[config.mk]
export PLATFORM = sky130hd
export DESIGN_NAME = spr_remove
export DESIGN_NICKNAME = d
export VERILOG_FILES = /design/src/spr_pkg.sv /design/src/spr_addr_chk.sv /design/src/spr_meta_mem.sv /design/src/spr_remove.sv
export SDC_FILE = /design/constraint.sdc
export NUM_CORES = 1
export LEC_CHECK = 0
export ABC_AREA = 0
export BUFFER_PORTS_ARGS = -buffer_cell sky130_fd_sc_hd__buf_2
export CAP_MARGIN = 10
export CORE_AREA = 2 2 331 333
export DETAILED_ROUTE_END_ITERATION = 7
export DIE_AREA = 0 0 333 335
export GPL_TIMING_DRIVEN = 0
export PLACE_DENSITY_LB_ADDON = 0.08
export SETUP_SLACK_MARGIN = 0.4
export SLEW_MARGIN = 0
export SYNTH_ARGS = -nofsm -noshare
export SYNTH_HDL_FRONTEND = slang
export SYNTH_HIERARCHICAL = 1
export SYNTH_SLANG_ARGS = --single-unit
[constraint.sdc]
create_clock -name mclk_i -period 5.5 [get_ports mclk_i]
set_clock_uncertainty 0.05 [all_clocks]
set_input_delay 0.275 -clock mclk_i [delete_from_list [all_inputs] [get_ports mclk_i]]
set_output_delay 0.275 -clock mclk_i [all_outputs]
set_load 0.1 [all_outputs]
[src/spr_pkg.sv]
package spr_pkg;

  // ------------------------------------------------------------
  // command leaves and operand geometry
  // ------------------------------------------------------------
  localparam logic [31:0] SPR_LEAF_REMOVE = 32'h0000_0003; // page removal leaf
  localparam logic [31:0] SPR_LEAF_TRACK  = 32'h0000_000c; // tracking leaf
  localparam logic [1:0]  SPR_CPL_OK      = 2'h0;          // only ring zero may issue
  localparam int          SPR_PAGE_SHIFT  = 12;            // 4 kbyte pages
  localparam logic [63:0] SPR_PAGE_MASK   = 64'h0000_0000_0000_0fff;
  localparam int          SPR_VA_BITS     = 48;            // canonical linear width
  localparam int          SPR_IDX_W       = 6;             // metadata index width
  localparam int          SPR_PAGES       = 64;            // pages in protected cache
  localparam logic [63:0] SPR_CACHE_BASE  = 64'h0000_0000_8000_0000;
  localparam logic [63:0] SPR_CACHE_SIZE  = 64'h0000_0000_0004_0000; // pages * 4k

  // ------------------------------------------------------------
  // answer codes (values arbitrary where none is fixed)
  // ------------------------------------------------------------
  localparam logic [63:0] SPR_OK           = 64'h0000_0000_0000_0000;
  localparam logic [63:0] SPR_ERR_CHILDREN = 64'h0000_0000_0000_0001; // children_remain_err
  localparam logic [63:0] SPR_ERR_ACTIVE   = 64'h0000_0000_0000_0002; // enclave_active_err
  localparam logic [15:0] SPR_EXIT_CONFLICT = 16'h0001; // conflict_exit_reason, arbitrary
  localparam logic [15:0] SPR_QUAL_PAGE     = 16'h0001; // page-conflict code, arbitrary
  localparam logic [15:0] SPR_QUAL_ERR      = 16'h0000; // exit error field

  // ------------------------------------------------------------
  // metadata entry
  // ------------------------------------------------------------
  typedef enum logic [2:0] {
    SPR_PT_CONTROL = 3'h0, // control_page_type
    SPR_PT_REGULAR = 3'h1, // regular_page_type
    SPR_PT_THREAD  = 3'h2, // thread_control_type
    SPR_PT_VERSION = 3'h3, // version_array_type
    SPR_PT_TRIMMED = 3'h4, // trimmed_type
    SPR_SHADOW_STACK_FIRST_TYPE = 3'h5, // shadow_stack_first_type
    SPR_SHADOW_STACK_REST_TYPE = 3'h6  // shadow_stack_rest_type
  } spr_ptype_t;

  typedef struct packed {
    logic       valid;
    logic       modified;
    spr_ptype_t ptype;
  } spr_meta_t;

  localparam int SPR_META_W = $bits(spr_meta_t);

  typedef enum logic [1:0] {
    SPR_FLT_NONE   = 2'h0,
    SPR_FLT_GP     = 2'h1,
    SPR_FLT_PF     = 2'h2,
    SPR_FLT_VMEXIT = 2'h3
  } spr_fault_t;

  typedef struct packed {
    logic carry;
    logic parity;
    logic adjust;
    logic fail;     // fail_flag
    logic sign;
    logic overflow;
  } spr_flags_t;

  typedef struct packed {
    logic        done;
    spr_fault_t  fault;
    logic [63:0] fault_code;  // #gp error code or #pf address
    logic [63:0] result;      // result_reg
    spr_flags_t  flags;
    logic [15:0] exit_reason;
    logic [15:0] exit_qual;
    logic [15:0] exit_err;
    logic [63:0] exit_gpa;
    logic [63:0] exit_gla;
  } spr_resp_t;

  typedef struct packed {
    logic                 misalign;
    logic                 noncanon;
    logic                 over_limit;
    logic                 in_cache;
    logic [SPR_IDX_W-1:0] idx;
    logic [63:0]          lin;
  } spr_addr_t;

endpackage

[src/spr_addr_chk.sv]
`timescale 1ns/1ns
`default_nettype none
module spr_addr_chk
  import spr_pkg::*;
(
  input  wire logic        mclk_i,
  input  wire logic        arst_n_i,
  input  wire logic [63:0] operand_i,
  input  wire logic        mode64_i,
  input  wire logic [31:0] ds_base_i,
  input  wire logic [31:0] ds_limit_i,
  output spr_addr_t        chk_o
);

  // ------------------------------------------------------------
  // operand checks, one cycle of latency
  // ------------------------------------------------------------
  spr_addr_t   s_reg;
  spr_addr_t   s_next;
  logic [63:0] lin;
  logic [63:0] off;

  // data segment base applies only outside 64-bit mode
  always_comb begin
    s_next = s_reg;
    if (mode64_i) begin
      lin = operand_i;
    end else begin
      lin = {32'h0000_0000, ds_base_i + operand_i[31:0]};
    end
    off               = lin - SPR_CACHE_BASE;
    s_next.lin        = lin;
    s_next.misalign   = |(lin & SPR_PAGE_MASK);
    s_next.noncanon   = mode64_i &&
                        !((&operand_i[63:SPR_VA_BITS-1]) ||
                          !(|operand_i[63:SPR_VA_BITS-1]));
    s_next.over_limit = !mode64_i && (operand_i[31:0] > ds_limit_i);
    s_next.in_cache   = (lin >= SPR_CACHE_BASE) && (off < SPR_CACHE_SIZE);
    s_next.idx        = off[SPR_PAGE_SHIFT +: SPR_IDX_W];
  end

  always_ff @(posedge mclk_i or negedge arst_n_i) begin
    if (!arst_n_i) begin
      s_reg <= '0;
    end else begin
      s_reg <= s_next;
    end
  end

  assign chk_o = s_reg;

endmodule // spr_addr_chk
`default_nettype wire

[src/spr_meta_mem.sv]
`timescale 1ns/1ns
`default_nettype none
module spr_meta_mem
  import spr_pkg::*;
(
  input  wire logic                 mclk_i,
  input  wire logic                 arst_n_i,
  input  wire logic                 wr_en_i,
  input  wire logic [SPR_IDX_W-1:0] wr_idx_i,
  input  wire spr_meta_t            wr_data_i,
  input  wire logic [SPR_IDX_W-1:0] rd_idx_i,
  output spr_meta_t                 rd_data_o
);

  // ------------------------------------------------------------
  // storage and registered read
  // ------------------------------------------------------------
  typedef struct packed {
    spr_meta_t [SPR_PAGES-1:0] mem; // one entry per page
    spr_meta_t                 rd;  // read data register
  } spr_mem_st_t;

  spr_mem_st_t s_reg;
  spr_mem_st_t s_next;

  // read sees the old entry on a same-cycle write
  always_comb begin
    s_next    = s_reg;
    s_next.rd = s_reg.mem[rd_idx_i];
    if (wr_en_i) begin
      s_next.mem[wr_idx_i] = wr_data_i;
    end
  end

  // all pages start invalid
  always_ff @(posedge mclk_i or negedge arst_n_i) begin
    if (!arst_n_i) begin
      s_reg <= '0;
    end else begin
      s_reg <= s_next;
    end
  end

  assign rd_data_o = s_reg.rd;

endmodule // spr_meta_mem
`default_nettype wire

[src/spr_remove.sv]
// Summary of operation
// - leaf 03H selects removal, any mode
// - only privilege zero; data segment, no override
// - unaligned operand: general fault zero, after privilege and leaf checks
// - page outside cache: page fault, address
// - page conflict: guest exit, else general fault
// - invalid or clean trimmed: success, no change
// - version array: invalidate, no child or thread check
// - control page with children: fail, stays valid
// - guest virtual child count counts as children only in guest mode with the extension on
// - threads active on child page: fail, active
// - idle enclave: invalidate child page types
// - success zeroes result; always clear arithmetic flags
// - exclusive page hold; conflict outside guest is general fault
// - segment limit general fault; paging page fault
// - non-canonical 64-bit operand: general fault zero
// - tracking leaf: privilege zero, control page operand
`timescale 1ns/1ns
`default_nettype none
module spr_remove
  import spr_pkg::*;
(
  input  wire logic        mclk_i,
  input  wire logic        arst_n_i,
  // command from the instruction front end
  input  wire logic        cmd_valid_i,
  input  wire logic [31:0] leaf_select_reg_i,
  input  wire logic [63:0] operand_reg_i,
  input  wire logic [1:0]  cpl_i,
  input  wire logic        mode64_i,
  input  wire logic [31:0] ds_base_i,
  input  wire logic [31:0] ds_limit_i,
  // context, sampled with the command
  input  wire logic        guest_mode_i,
  input  wire logic        virt_ext_en_i,
  input  wire logic        paging_fault_i,
  input  wire logic [63:0] guest_phys_i,
  input  wire logic        page_busy_i,
  input  wire logic        threads_active_i,
  input  wire logic        child_present_i,
  input  wire logic        virtual_child_nz_i,
  // metadata fill from the page-adding logic
  input  wire logic        meta_fill_valid_i,
  input  wire logic [5:0]  meta_fill_idx_i,
  input  wire spr_meta_t   meta_fill_data_i,
  output logic             meta_fill_ready_o,
  // answer
  output spr_resp_t        resp_o,
  output logic             busy_o,
  output logic             page_lock_o,
  output logic [5:0]       page_lock_idx_o,
  output logic             track_req_o,
  output logic [63:0]      track_addr_o
);

  // ------------------------------------------------------------
  // state
  // ------------------------------------------------------------
  typedef enum logic [2:0] {
    SPR_IDLE   = 3'b000, // waiting for a command
    SPR_ADDR   = 3'b001, // operand checker settling
    SPR_CHECK  = 3'b010, // fault and conflict checks
    SPR_READ   = 3'b011, // metadata read in flight
    SPR_DECIDE = 3'b100, // entry inspected, answer formed
    SPR_FINISH = 3'b101  // answer pulse, lock released
  } spr_state_t;

  typedef struct packed {
    spr_state_t           st;
    logic [31:0]          leaf;
    logic [1:0]           cpl;
    logic                 guest_virt;  // guest mode with extension on
    logic                 pg_fault;
    logic [63:0]          gpa;
    logic                 busy_pg;
    logic                 threads;
    logic                 child;
    logic                 vchild;
    logic [63:0]          operand;
    logic                 mode64;
    logic [31:0]          ds_base;
    logic [31:0]          ds_limit;
    logic                 wr_en;       // metadata invalidation strobe
    logic [SPR_IDX_W-1:0] idx;
    spr_meta_t            wr_data;
    spr_resp_t            resp;
    logic                 busy;
    logic                 lock;
    logic                 fill_rdy;
    logic                 track;
    logic [63:0]          track_addr;
  } spr_st_t;

  spr_st_t   s_reg;
  spr_st_t   s_next;
  spr_addr_t chk;
  spr_meta_t rd_meta;
  logic      mem_wr;
  logic [SPR_IDX_W-1:0] mem_wr_idx;
  spr_meta_t mem_wr_data;

  // ------------------------------------------------------------
  // operand checker and metadata map
  // ------------------------------------------------------------
  spr_addr_chk u_chk (
    .mclk_i     (mclk_i),
    .arst_n_i   (arst_n_i),
    .operand_i  (s_reg.operand),
    .mode64_i   (s_reg.mode64),
    .ds_base_i  (s_reg.ds_base),
    .ds_limit_i (s_reg.ds_limit),
    .chk_o      (chk)
  );

  // invalidation owns the write port while a removal runs, so a
  // fill can never slip between the check and the update
  always_comb begin
    mem_wr      = s_reg.wr_en || (meta_fill_valid_i && s_reg.fill_rdy);
    mem_wr_idx  = s_reg.wr_en ? s_reg.idx : meta_fill_idx_i;
    mem_wr_data = s_reg.wr_en ? s_reg.wr_data : meta_fill_data_i;
  end

  spr_meta_mem u_mem (
    .mclk_i    (mclk_i),
    .arst_n_i  (arst_n_i),
    .wr_en_i   (mem_wr),
    .wr_idx_i  (mem_wr_idx),
    .wr_data_i (mem_wr_data),
    .rd_idx_i  (s_reg.idx),
    .rd_data_o (rd_meta)
  );

  // ------------------------------------------------------------
  // command sequencer
  // ------------------------------------------------------------
  // edge by edge after the accepting edge e:
  //   e+1  operand registered into the checker
  //   e+2  faults decided; lock and index taken on a clean path
  //   e+3  metadata entry read out of the map
  //   e+4  entry inspected, answer and write strobe formed
  //   e+5  done pulse, write commits, lock and busy drop
  // a fault skips the read and answers at e+3 instead; the
  // tracking leaf leaves at e+2 with a request pulse only.
  // busy stays high the whole way, so a second command just
  // waits in the front end; nothing here queues requests.
  // context inputs are frozen at e, so a change of guest mode
  // or thread state during the run does not bend the answer.
  always_comb begin
    s_next            = s_reg;
    s_next.wr_en      = 1'b0;
    s_next.track      = 1'b0;
    s_next.resp.done  = 1'b0;
    case (s_reg.st)
      // take a command; context is frozen here
      SPR_IDLE: begin
        if (cmd_valid_i) begin
          s_next.st         = SPR_ADDR;
          s_next.leaf       = leaf_select_reg_i;
          s_next.cpl        = cpl_i;
          s_next.guest_virt = guest_mode_i && virt_ext_en_i;
          s_next.pg_fault   = paging_fault_i;
          s_next.gpa        = guest_phys_i;
          s_next.busy_pg    = page_busy_i;
          s_next.threads    = threads_active_i;
          s_next.child      = child_present_i;
          s_next.vchild     = virtual_child_nz_i;
          s_next.operand    = operand_reg_i;       // segment override ignored
          s_next.mode64     = mode64_i;
          s_next.ds_base    = ds_base_i;
          s_next.ds_limit   = ds_limit_i;
          s_next.busy       = 1'b1;
          s_next.fill_rdy   = 1'b0;
        end
      end
      // checker output is registered; give it one edge
      SPR_ADDR: begin
        s_next.st = SPR_CHECK;
      end
      // fault ordering: privilege, alignment, address form, residency
      SPR_CHECK: begin
        s_next.resp       = '0;
        s_next.resp.fault = SPR_FLT_NONE;
        s_next.idx        = chk.idx;
        s_next.st         = SPR_FINISH;
        if (s_reg.cpl != SPR_CPL_OK) begin
          s_next.resp.fault = SPR_FLT_GP;
        end else if (s_reg.leaf != SPR_LEAF_REMOVE && s_reg.leaf != SPR_LEAF_TRACK) begin
          s_next.resp.fault = SPR_FLT_GP;                  // unknown leaf
        end else if (chk.misalign) begin
          s_next.resp.fault = SPR_FLT_GP;
        end else if (chk.noncanon || chk.over_limit) begin
          s_next.resp.fault = SPR_FLT_GP;
        end else if (s_reg.pg_fault) begin
          s_next.resp.fault      = SPR_FLT_PF;
          s_next.resp.fault_code = chk.lin;
        end else if (s_reg.leaf == SPR_LEAF_TRACK) begin
          // tracking flow lives elsewhere; hand over the control page
          s_next.track      = 1'b1;
          s_next.track_addr = chk.lin;
          s_next.st         = SPR_IDLE;
          s_next.busy       = 1'b0;
          s_next.fill_rdy   = 1'b1;
        end else if (!chk.in_cache) begin
          s_next.resp.fault      = SPR_FLT_PF;
          s_next.resp.fault_code = chk.lin;
        end else if (s_reg.busy_pg) begin
          if (s_reg.guest_virt) begin
            s_next.resp.fault       = SPR_FLT_VMEXIT;
            s_next.resp.exit_reason = SPR_EXIT_CONFLICT;
            s_next.resp.exit_qual   = SPR_QUAL_PAGE;
            s_next.resp.exit_err    = SPR_QUAL_ERR;
            s_next.resp.exit_gpa    = s_reg.gpa;
            s_next.resp.exit_gla    = chk.lin;
          end else begin
            s_next.resp.fault = SPR_FLT_GP;
          end
        end else begin
          // page now held exclusively until the answer
          s_next.lock = 1'b1;
          s_next.st   = SPR_READ;
        end
      end
      // metadata read data lands one edge after the index
      SPR_READ: begin
        s_next.st = SPR_DECIDE;
      end
      // inspect entry and invalidate or fail
      SPR_DECIDE: begin
        s_next.st          = SPR_FINISH;
        s_next.wr_data     = rd_meta;
        s_next.wr_data.valid = 1'b0;
        s_next.resp.result = SPR_OK;
        s_next.resp.flags  = '0;
        if (!rd_meta.valid ||
            (rd_meta.ptype == SPR_PT_TRIMMED && !rd_meta.modified)) begin
          // already unused, or clean trimmed: nothing to write back
          s_next.wr_en = 1'b0;
        end else if (rd_meta.ptype == SPR_PT_VERSION) begin
          s_next.wr_en = 1'b1;
        end else if (rd_meta.ptype == SPR_PT_CONTROL) begin
          if (s_reg.child || (s_reg.guest_virt && s_reg.vchild)) begin
            s_next.resp.flags.fail = 1'b1;
            s_next.resp.result     = SPR_ERR_CHILDREN;
          end else begin
            s_next.wr_en = 1'b1;
          end
        end else if (s_reg.threads) begin
          s_next.resp.flags.fail = 1'b1;
          s_next.resp.result     = SPR_ERR_ACTIVE;
        end else if (rd_meta.ptype == SPR_PT_REGULAR ||
                     rd_meta.ptype == SPR_PT_THREAD ||
                     rd_meta.ptype == SPR_PT_TRIMMED ||
                     rd_meta.ptype == SPR_SHADOW_STACK_FIRST_TYPE ||
                     rd_meta.ptype == SPR_SHADOW_STACK_REST_TYPE) begin
          s_next.wr_en = 1'b1;
        end else begin
          // unknown type code: leave the entry, report success
          s_next.wr_en = 1'b0;
        end
        // arithmetic flags always end cleared; only fail may be set
        s_next.resp.flags.carry    = 1'b0;
        s_next.resp.flags.parity   = 1'b0;
        s_next.resp.flags.adjust   = 1'b0;
        s_next.resp.flags.overflow = 1'b0;
        s_next.resp.flags.sign     = 1'b0;
      end
      // answer pulse; the invalidation write commits on this edge
      SPR_FINISH: begin
        s_next.resp.done = 1'b1;
        s_next.lock      = 1'b0;
        s_next.busy      = 1'b0;
        s_next.fill_rdy  = 1'b1;
        s_next.st        = SPR_IDLE;
      end
      default: begin
        s_next.st       = SPR_IDLE;
        s_next.busy     = 1'b0;
        s_next.lock     = 1'b0;
        s_next.fill_rdy = 1'b1;
      end
    endcase
  end

  // ------------------------------------------------------------
  // state register
  // ------------------------------------------------------------
  always_ff @(posedge mclk_i or negedge arst_n_i) begin
    if (!arst_n_i) begin
      s_reg          <= '0;
      s_reg.st       <= SPR_IDLE;
      s_reg.fill_rdy <= 1'b1;
    end else begin
      s_reg <= s_next;
    end
  end

  // ------------------------------------------------------------
  // outputs, all from flops
  // ------------------------------------------------------------
  assign resp_o            = s_reg.resp;
  assign busy_o            = s_reg.busy;
  assign page_lock_o       = s_reg.lock;
  assign page_lock_idx_o   = s_reg.idx;
  assign track_req_o       = s_reg.track;
  assign track_addr_o      = s_reg.track_addr;
  assign meta_fill_ready_o = s_reg.fill_rdy;

endmodule // spr_remove
`default_nettype wire

==> impl_metrics.env, run 1 <==
export IMPL_layout_nets=4552
export IMPL_synth_area_per_cell_um2=13.3
export IMPL_slowest_stage="dfrtp_2"
export IMPL_h_tree_depth=3
export IMPL_fp_dieH_um=335
export IMPL_postRouteAntennaNets=0
export IMPL_cp_end_kind="flop"
export IMPL_hold_viol=0
export IMPL_vias=29300
export IMPL_grt_pass1_wl_mm=199
export IMPL_period_share_pct=89.8
export IMPL_ys_types=90
export IMPL_io_buffers=522
export IMPL_clockRootBuffer="clkbuf_16"
export IMPL_clkPwrFrac_pct=25.4
export IMPL_synthesis_area_um2=42900
export IMPL_firstDrtPassIters=5
export IMPL_fmax_mhz=202
export IMPL_setup_violations=0
export IMPL_gp_congestion=0.880
export IMPL_viasPerCell=5.10
export IMPL_status="finished, final reports clean"
export IMPL_cts_tree="built"
export IMPL_clk_latency_ns=0.68
export IMPL_synth_most_common_cell="dfrtp_1"
export IMPL_drv_cap=0
export IMPL_critPathArrivalTime_ns=5.45
export IMPL_drive_above_1_share_pct=46.0
export IMPL_place_hpwl_mm=101
export IMPL_power_switching_mw=10.3
export IMPL_power_leakage_nw=26.9
export IMPL_post_drt_wl_per_cell_um=23.5
export IMPL_grt_usage_pct=23.9
export IMPL_rsz0062_at_grt="no"
export IMPL_peakVddDrop_mv=0.508
export IMPL_share_comb_of_total_power_pct=37.7
export IMPL_core_area_um2=108000
export IMPL_synth_edff_count=0
export IMPL_powerDensity_nw_per_um2=510
export IMPL_ctsLongestPathBuffers=3
export IMPL_grt_pass1_vias=29700
export IMPL_dp_cells=5286
export IMPL_tightest_slew_ns=1.14
export IMPL_slew_headroom_pct=24.0
export IMPL_yosysWarningCount=6
export IMPL_area_growth_pct=26.5
export IMPL_grt_max_degree=115
export IMPL_synth_top_area_share_pct=52.8
export IMPL_cts_inserted_buffers=102
export IMPL_clock_sinks=907
export IMPL_start_util_pct=39.7
export IMPL_yosys_register_bits=907
export IMPL_synth_largest_area_cell="dfrtp_1"
export IMPL_reg2reg_depth=22
export IMPL_synth_async_sr_flop_share_pct=100
export IMPL_wirelength_mm=135
export IMPL_instances_no_fill=5738
export IMPL_route_detailed_drc=0
export IMPL_largest_reg_flops=320
export IMPL_cp_top_family="compound AO/OA/AOI/OAI gates"
export IMPL_synth_commonest_cells="dfrtp_1 (906), mux2_2 (591), buf_4 (405), a22o_1 (196), nand2_1 (142)"
export IMPL_switching_share_pct=37.4
export IMPL_antenna_found_initial=8
export IMPL_seq_area_frac_synth_pct=52.9
export IMPL_path_clk_slew_ns=0.06
export IMPL_rows=121
export IMPL_critPathMaxStageDelay_ns=0.44
export IMPL_worst_path_max_fanout=7
export IMPL_drt_initial_drc_count=1819
export IMPL_cp_depth=22
export IMPL_final_util_pct=50.2
export IMPL_die_w_um=333
export IMPL_gr_total_overflow=0
export IMPL_die_area_um2=112000
export IMPL_path_buf_inv=3
export IMPL_crit_chain="ha_4 -> buf_6 -> nand4_1 -> nor3_2 -> nor2b_2 -> nor4_2 -> buf_4 -> a21o_1 -> nand2_2 -> mux2i_2 -> xnor2_2 -> inv_2 -> ha_4 -> nand3_4 -> o31a_1 -> or3_1 -> a211o_1 -> a311oi_2 -> o211ai_1 -> nor4_2 -> nand3b_1 -> a2111oi_2"
export IMPL_post_synth_main_area_contributors="dfrtp_1 (53%), mux2_2 (16%), buf_4 (7.1%)"
export IMPL_min_period_ns=4.94
export IMPL_crit_path_start_kind="flop"
export IMPL_p_seq_share_pct=36.9
export IMPL_io_pin_count=636
export IMPL_synth_flop_cell="dfrtp_1"
export IMPL_path_class="reg2reg"
export IMPL_hold_path_class="in2async"
export IMPL_synthCells=3228
export IMPL_slew_viol_final=0
export IMPL_critPathRequiredTime_ns=6.01
export IMPL_p_int_mw=17.3
## cell usage in the layout, fill, tap and decap left out, drive strengths merged, types with 10 or more instances in the layout
cell type,count
nand4,23
nor3,20
mux2i,18
nand2b,13
nor4,27
nand2,142
a31oi,11
clkinv,23
and3,10
dfrtp,906
dlygate4sd3,235
xor2,13
o22ai,11
nor2,65
nor2b,10
ha,64
a21oi,49
mux2,643
o21ai,70
nand3,24
and2,38
buf,1054
a21o,21
o21a,10
inv,51
xnor2,16
bufinv,10
mux4,76
clkbuf,215
conb,113
a22o,197
## layout make-up
cell class | count | area, um2
Antenna cell | 6 | 15.0
Buffer | 563 | 4030
Clock buffer | 145 | 2960
Clock inverter | 39 | 480
Fill cell | 9674 | 53800
Inverter | 50 | 188
Multi-Input combinational cell | 1818 | 16700
Sequential cell | 907 | 22700
Tap cell | 1414 | 1770
Timing Repair Buffer | 796 | 5450
## power groups by stage
| stage | sequential (mW) | combinational (mW) | clock [mW] |
|---|---|---|---|
| floorplan | 9.52 | 7.02 | 0 |
| global placement | 10.3 | 9.51 | 0 |
| detailed placement | 10.3 | 9.60 | 0 |
| CTS | 10.2 | 9.88 | 7.20 |
| global route | 10.5 | 11.2 | 7.48 |
| finish | 10.2 | 10.4 | 7.01 |
## per-layer routing
metal / up-vias / share of wire [%] / track usage [%]
met5: - / 0.0082 / 0
met4: 2 / 2.5 / 6.87
met3: 170 / 5.3 / 3.92
met2: 920 / 46 / 37.9
met1: 14900 / 46 / 33.9
li1: 13300 / - / -
## what timing repair did
item / CTS / global route
endpoints found under the hold margin: 587 / 0
resized for setup: 20 / 69
endpoints found under the setup margin: 1 / 1
pin swaps: 4 / 17
setup buffers: 3 / 26
hold buffers: 235 / 0
## final timing paths
kind	from	endpoint	slack [ns]
min	arst_n_i	s_reg[571]	0.05
max reg2reg	s_reg[468]	u_chk/chk_o[70]	0.56
min in group mclk_i	guest_phys_i[50]	s_reg[576]	0.31
max in group asynchronous	arst_n_i	s_reg[484]	3.16
max	s_reg[468]	u_chk/chk_o[70]	0.56
min reg2reg	s_reg[381]	s_reg[381]	0.43
## worst reg2reg max path, stage by stage (launching register included)
cell,delay (ns)
dfrtp_2,0.44
ha_4,0.27
buf_6,0.11
nand4_1,0.14
nor3_2,0.23
nor2b_2,0.19
nor4_2,0.04
buf_4,0.14
a21o_1,0.20
nand2_2,0.08
mux2i_2,0.27
xnor2_2,0.16
inv_2,0.11
ha_4,0.18
nand3_4,0.10
o31a_1,0.30
or3_1,0.35
a211o_1,0.38
a311oi_2,0.26
o211ai_1,0.22
nor4_2,0.26
nand3b_1,0.12
a2111oi_2,0.23
## metrics by stage
stage / power, mW / setup WS, ns / area, um2 / setup TNS (ns) / hold WS (ns)
2_1_floorplan: 16.5 / 1.04 / 43300 / 0 / -0.0706
3_3_place_gp: 19.8 / -16.49 / 47700 / - / 0.415
3_5_place_dp: 19.9 / -0.206 / 48000 / -0.206 / 0.160
4_1_cts: 27.3 / 0.402 / 53800 / 0 / 0.0158
5_1_grt: 29.2 / 0.388 / 54300 / 0 / 0.0828
6_report: 27.7 / 0.560 / 54300 / 0 / 0.0534
## kinds of logic after synthesis
group / synth area share (%)
DFF: 52.9
muxes: 21.7
buffers and inverters: 9.77
AOI/OAI and AO/OA: 7.96
and+or+nand+nor: 5.15
adders and majority gates: 1.91
xor gates and xnor gates: 0.592
other: 0.00874
Power figures use the tool's default switching activity.
==> inputs of run 2 (changes only) <==
--- a/config.mk
+++ b/config.mk
@@ -5,12 +5,12 @@
 export SDC_FILE = /design/constraint.sdc
 export NUM_CORES = 1
 export LEC_CHECK = 0
-export ABC_AREA = 0
+export ABC_AREA = 1
 export BUFFER_PORTS_ARGS = -buffer_cell sky130_fd_sc_hd__buf_2
 export CAP_MARGIN = 10
-export CORE_AREA = 2 2 331 333
+export CORE_AREA = 2 2 340 342
 export DETAILED_ROUTE_END_ITERATION = 7
-export DIE_AREA = 0 0 333 335
+export DIE_AREA = 0 0 342 344
 export GPL_TIMING_DRIVEN = 0
 export PLACE_DENSITY_LB_ADDON = 0.08
 export SETUP_SLACK_MARGIN = 0.4
==> run 2 against run 1 <==
Clock power up 5.6%. Via count up 38%. Routed wire length up 23%. Setup slack better by 0.38 ns. Die area up 5.5%. Flip-flop and latch count unchanged. Fmax up 8.4%. Non-clock buffer count up 73. Largest power group unchanged.
==> impl_metrics.env, run 2 <==
export IMPL_die_w_um=342
export IMPL_synth_flop_cell="dfrtp_1"
export IMPL_fmax_mhz=219
export IMPL_slew_headroom_pct=20.3
export IMPL_power_switching_mw=12.4
export IMPL_clk_latency_ns=0.70
export IMPL_io_pin_count=636
export IMPL_p_seq_share_pct=35.5
export IMPL_wirelength_mm=165
export IMPL_post_synth_main_area_contributors="dfrtp_1 (50%), nand2_1 (19%), buf_4 (6.9%)"
export IMPL_drt_initial_drc_count=3377
export IMPL_grt_pass1_vias=38800
export IMPL_peakVddDrop_mv=0.326
export IMPL_postRouteAntennaNets=0
export IMPL_start_util_pct=39.9
export IMPL_critPathMaxStageDelay_ns=0.44
export IMPL_drv_cap=0
export IMPL_synthCells=5592
export IMPL_antenna_found_initial=14
export IMPL_power_leakage_nw=30.7
export IMPL_dp_cells=7747
export IMPL_fill_cells=11300
export IMPL_hold_path_class="in2async"
export IMPL_cts_resized=0
export IMPL_gr_total_overflow=0
export IMPL_drive_above_1_share_pct=21.7
export IMPL_layout_nets=6891
export IMPL_synth_async_sr_flop_share_pct=100
export IMPL_grt_usage_pct=27.5
export IMPL_synth_area_per_cell_um2=8.12
export IMPL_reg2reg_to="u_chk/chk_o[70]"
export IMPL_synth_top_area_share_pct=50.0
export IMPL_path_class="reg2reg"
export IMPL_cts_hold_buf=235
export IMPL_clkPwrFrac_pct=25.5
export IMPL_critPathRequiredTime_ns=6.04
export IMPL_critPathArrivalTime_ns=5.10
export IMPL_slew_viol_final=0
export IMPL_area_growth_pct=24.6
export IMPL_slowest_stage="dfrtp_1"
export IMPL_synth_largest_area_cell="dfrtp_1"
export IMPL_core_area_um2=114000
export IMPL_synthesis_area_um2=45400
export IMPL_cts_inserted_buffers=105
export IMPL_wl_met2_mm=73.5
export IMPL_worst_path_max_fanout=10
export IMPL_largest_reg_flops=320
export IMPL_cp_common_cell="nand2_2"
export IMPL_reg2reg_depth=28
export IMPL_cp_end_kind="flop"
export IMPL_share_comb_of_total_power_pct=39.0
export IMPL_setup_violations=0
export IMPL_route_detailed_drc=0
export IMPL_tns_ns=0
export IMPL_whs_ns=0.0916
export IMPL_wl_met3_mm=11.5
export IMPL_h_tree_depth=3
export IMPL_viasPerCell=4.94
export IMPL_place_hpwl_mm=123
export IMPL_vias=40400
export IMPL_hold_viol=0
export IMPL_highest_layer="met5"
export IMPL_fp_dieH_um=344
export IMPL_synth_edff_count=0
export IMPL_grt_max_degree=119
export IMPL_ctsLongestPathBuffers=3
export IMPL_crit_path_start_kind="flop"
export IMPL_mostFrequentLayoutCell="nand2_1"
export IMPL_post_cts_buffers=0
export IMPL_yosys_register_bits=907
export IMPL_drt_met1_wl_mm=74.5
export IMPL_min_period_ns=4.56
export IMPL_reg2reg_setup_slack_ns=0.94
export IMPL_instances_no_fill=8179
export IMPL_firstDrtPassIters=5
export IMPL_period_share_pct=82.9
export IMPL_powerDensity_nw_per_um2=513
export IMPL_path_buf_inv=2
export IMPL_yosysWarningCount=6
export IMPL_clockRootBuffer="clkbuf_16"
export IMPL_p_int_mw=16.6
export IMPL_gp_congestion=0.923
export IMPL_final_cell_mix="nand2_1 (2257), dfrtp_1 (906), buf_2 (623)"
export IMPL_status="finished, final reports clean"
export IMPL_synth_most_common_cell="nand2_1"
export IMPL_clock_sinks=907
export IMPL_cp_top_family="simple AND/OR/NAND/NOR gates"
export IMPL_ys_types=60
export IMPL_cts_tree="built"
export IMPL_rows=124
export IMPL_rsz0062_at_grt="no"
export IMPL_seq_area_frac_synth_pct=50.0
export IMPL_io_buffers=522
export IMPL_grt_pass1_wl_mm=244
export IMPL_post_drt_wl_per_cell_um=20.2
export IMPL_die_area_um2=118000
export IMPL_switching_share_pct=42.8
export IMPL_tightest_slew_ns=1.19
export IMPL_path_clk_slew_ns=0.06
export IMPL_synth_commonest_cells="nand2_1 (2257), dfrtp_1 (906), nand3_1 (426), buf_4 (416), o21ai_0 (271)"
export IMPL_worstReg2RegStart="s_reg[464]"
## run 2: changes by cell type in the layout (fill, tap and decap cells not counted), sizes merged, moves of 164 or more
cell / previous run / this run
o21ai: 70 / 298
inv: 51 / 215
nand2: 142 / 2347
nand4: 23 / 219
nand3: 24 / 430
a22o: 197 / 0
mux2: 643 / 2
## run 2: how the worst max path moves through the flow
stage | from | endpoint | slack [ns] | cells past startpoint
4_1_cts | s_reg[464] | u_chk/chk_o[70] | 0.96 | 28
3_3_place_gp | arst_n_i | resp_o[77] | -16.59 | 1
6_report | s_reg[464] | u_chk/chk_o[70] | 0.94 | 28
3_5_place_dp | s_reg[464] | u_chk/chk_o[70] | 1.00 | 28
5_1_grt | s_reg[464] | u_chk/chk_o[70] | 0.49 | 27
2_1_floorplan | s_reg[460] | u_chk/chk_o[70] | 2.23 | 26
## run 2: power groups by stage
stage	logic, mW	registers, mW	clock network [mW]
global route	12.6	10.5	7.80
floorplan	7.72	9.75	0
CTS	11.2	10.3	7.53
finish	11.3	10.3	7.40
global placement	10.9	10.4	0
detailed placement	11.0	10.4	0
## run 2: layout make-up
class	count	area, um2	area share, %
diodes	2	5.00	0.00885
flip-flops and latches	907	22700	40.1
multi-input cells	3912	18000	31.8
clock buffers	144	3020	5.33
inverters	219	826	1.46
repair buffers	766	5200	9.20
clock inverters	51	627	1.11
plain buffers	666	4310	7.62
well taps	1512	1890	3.35
## run 2: cell families after synthesis
kind of cell	after synthesis	share of synthesized area [%]
other	1	0.00826
buffers and inverters	885	11.3
adders and majority gates	65	1.81
and+or+nand+nor	3281	31.4
muxes	2	0.0496
xor gates and xnor gates	15	0.289
DFF	907	50.0
AOI/OAI and AO/OA	436	5.06
## run 2: per-stage QoR
step | setup slack [ns] | power (mW) | cell area [um2] | util (%)
after floorplan | 2.23 | 17.5 | 45800 | -
after global placement | -16.59 | 21.3 | 50300 | 44.2
after detailed placement | 1.00 | 21.4 | 50500 | 44.4
after CTS | 0.963 | 29.0 | 56500 | 49.6
after global routing | 0.490 | 30.9 | 56500 | 49.6
final | 0.942 | 29.0 | 56500 | 49.7
## run 2: layer usage
layer | vias up | GRT usage, %
met5 | - | 0
met4 | 4 | 8.98
met3 | 246 | 4.43
met2 | 1346 | 42.7
met1 | 19300 | 39.2
li1 | 19500 | -
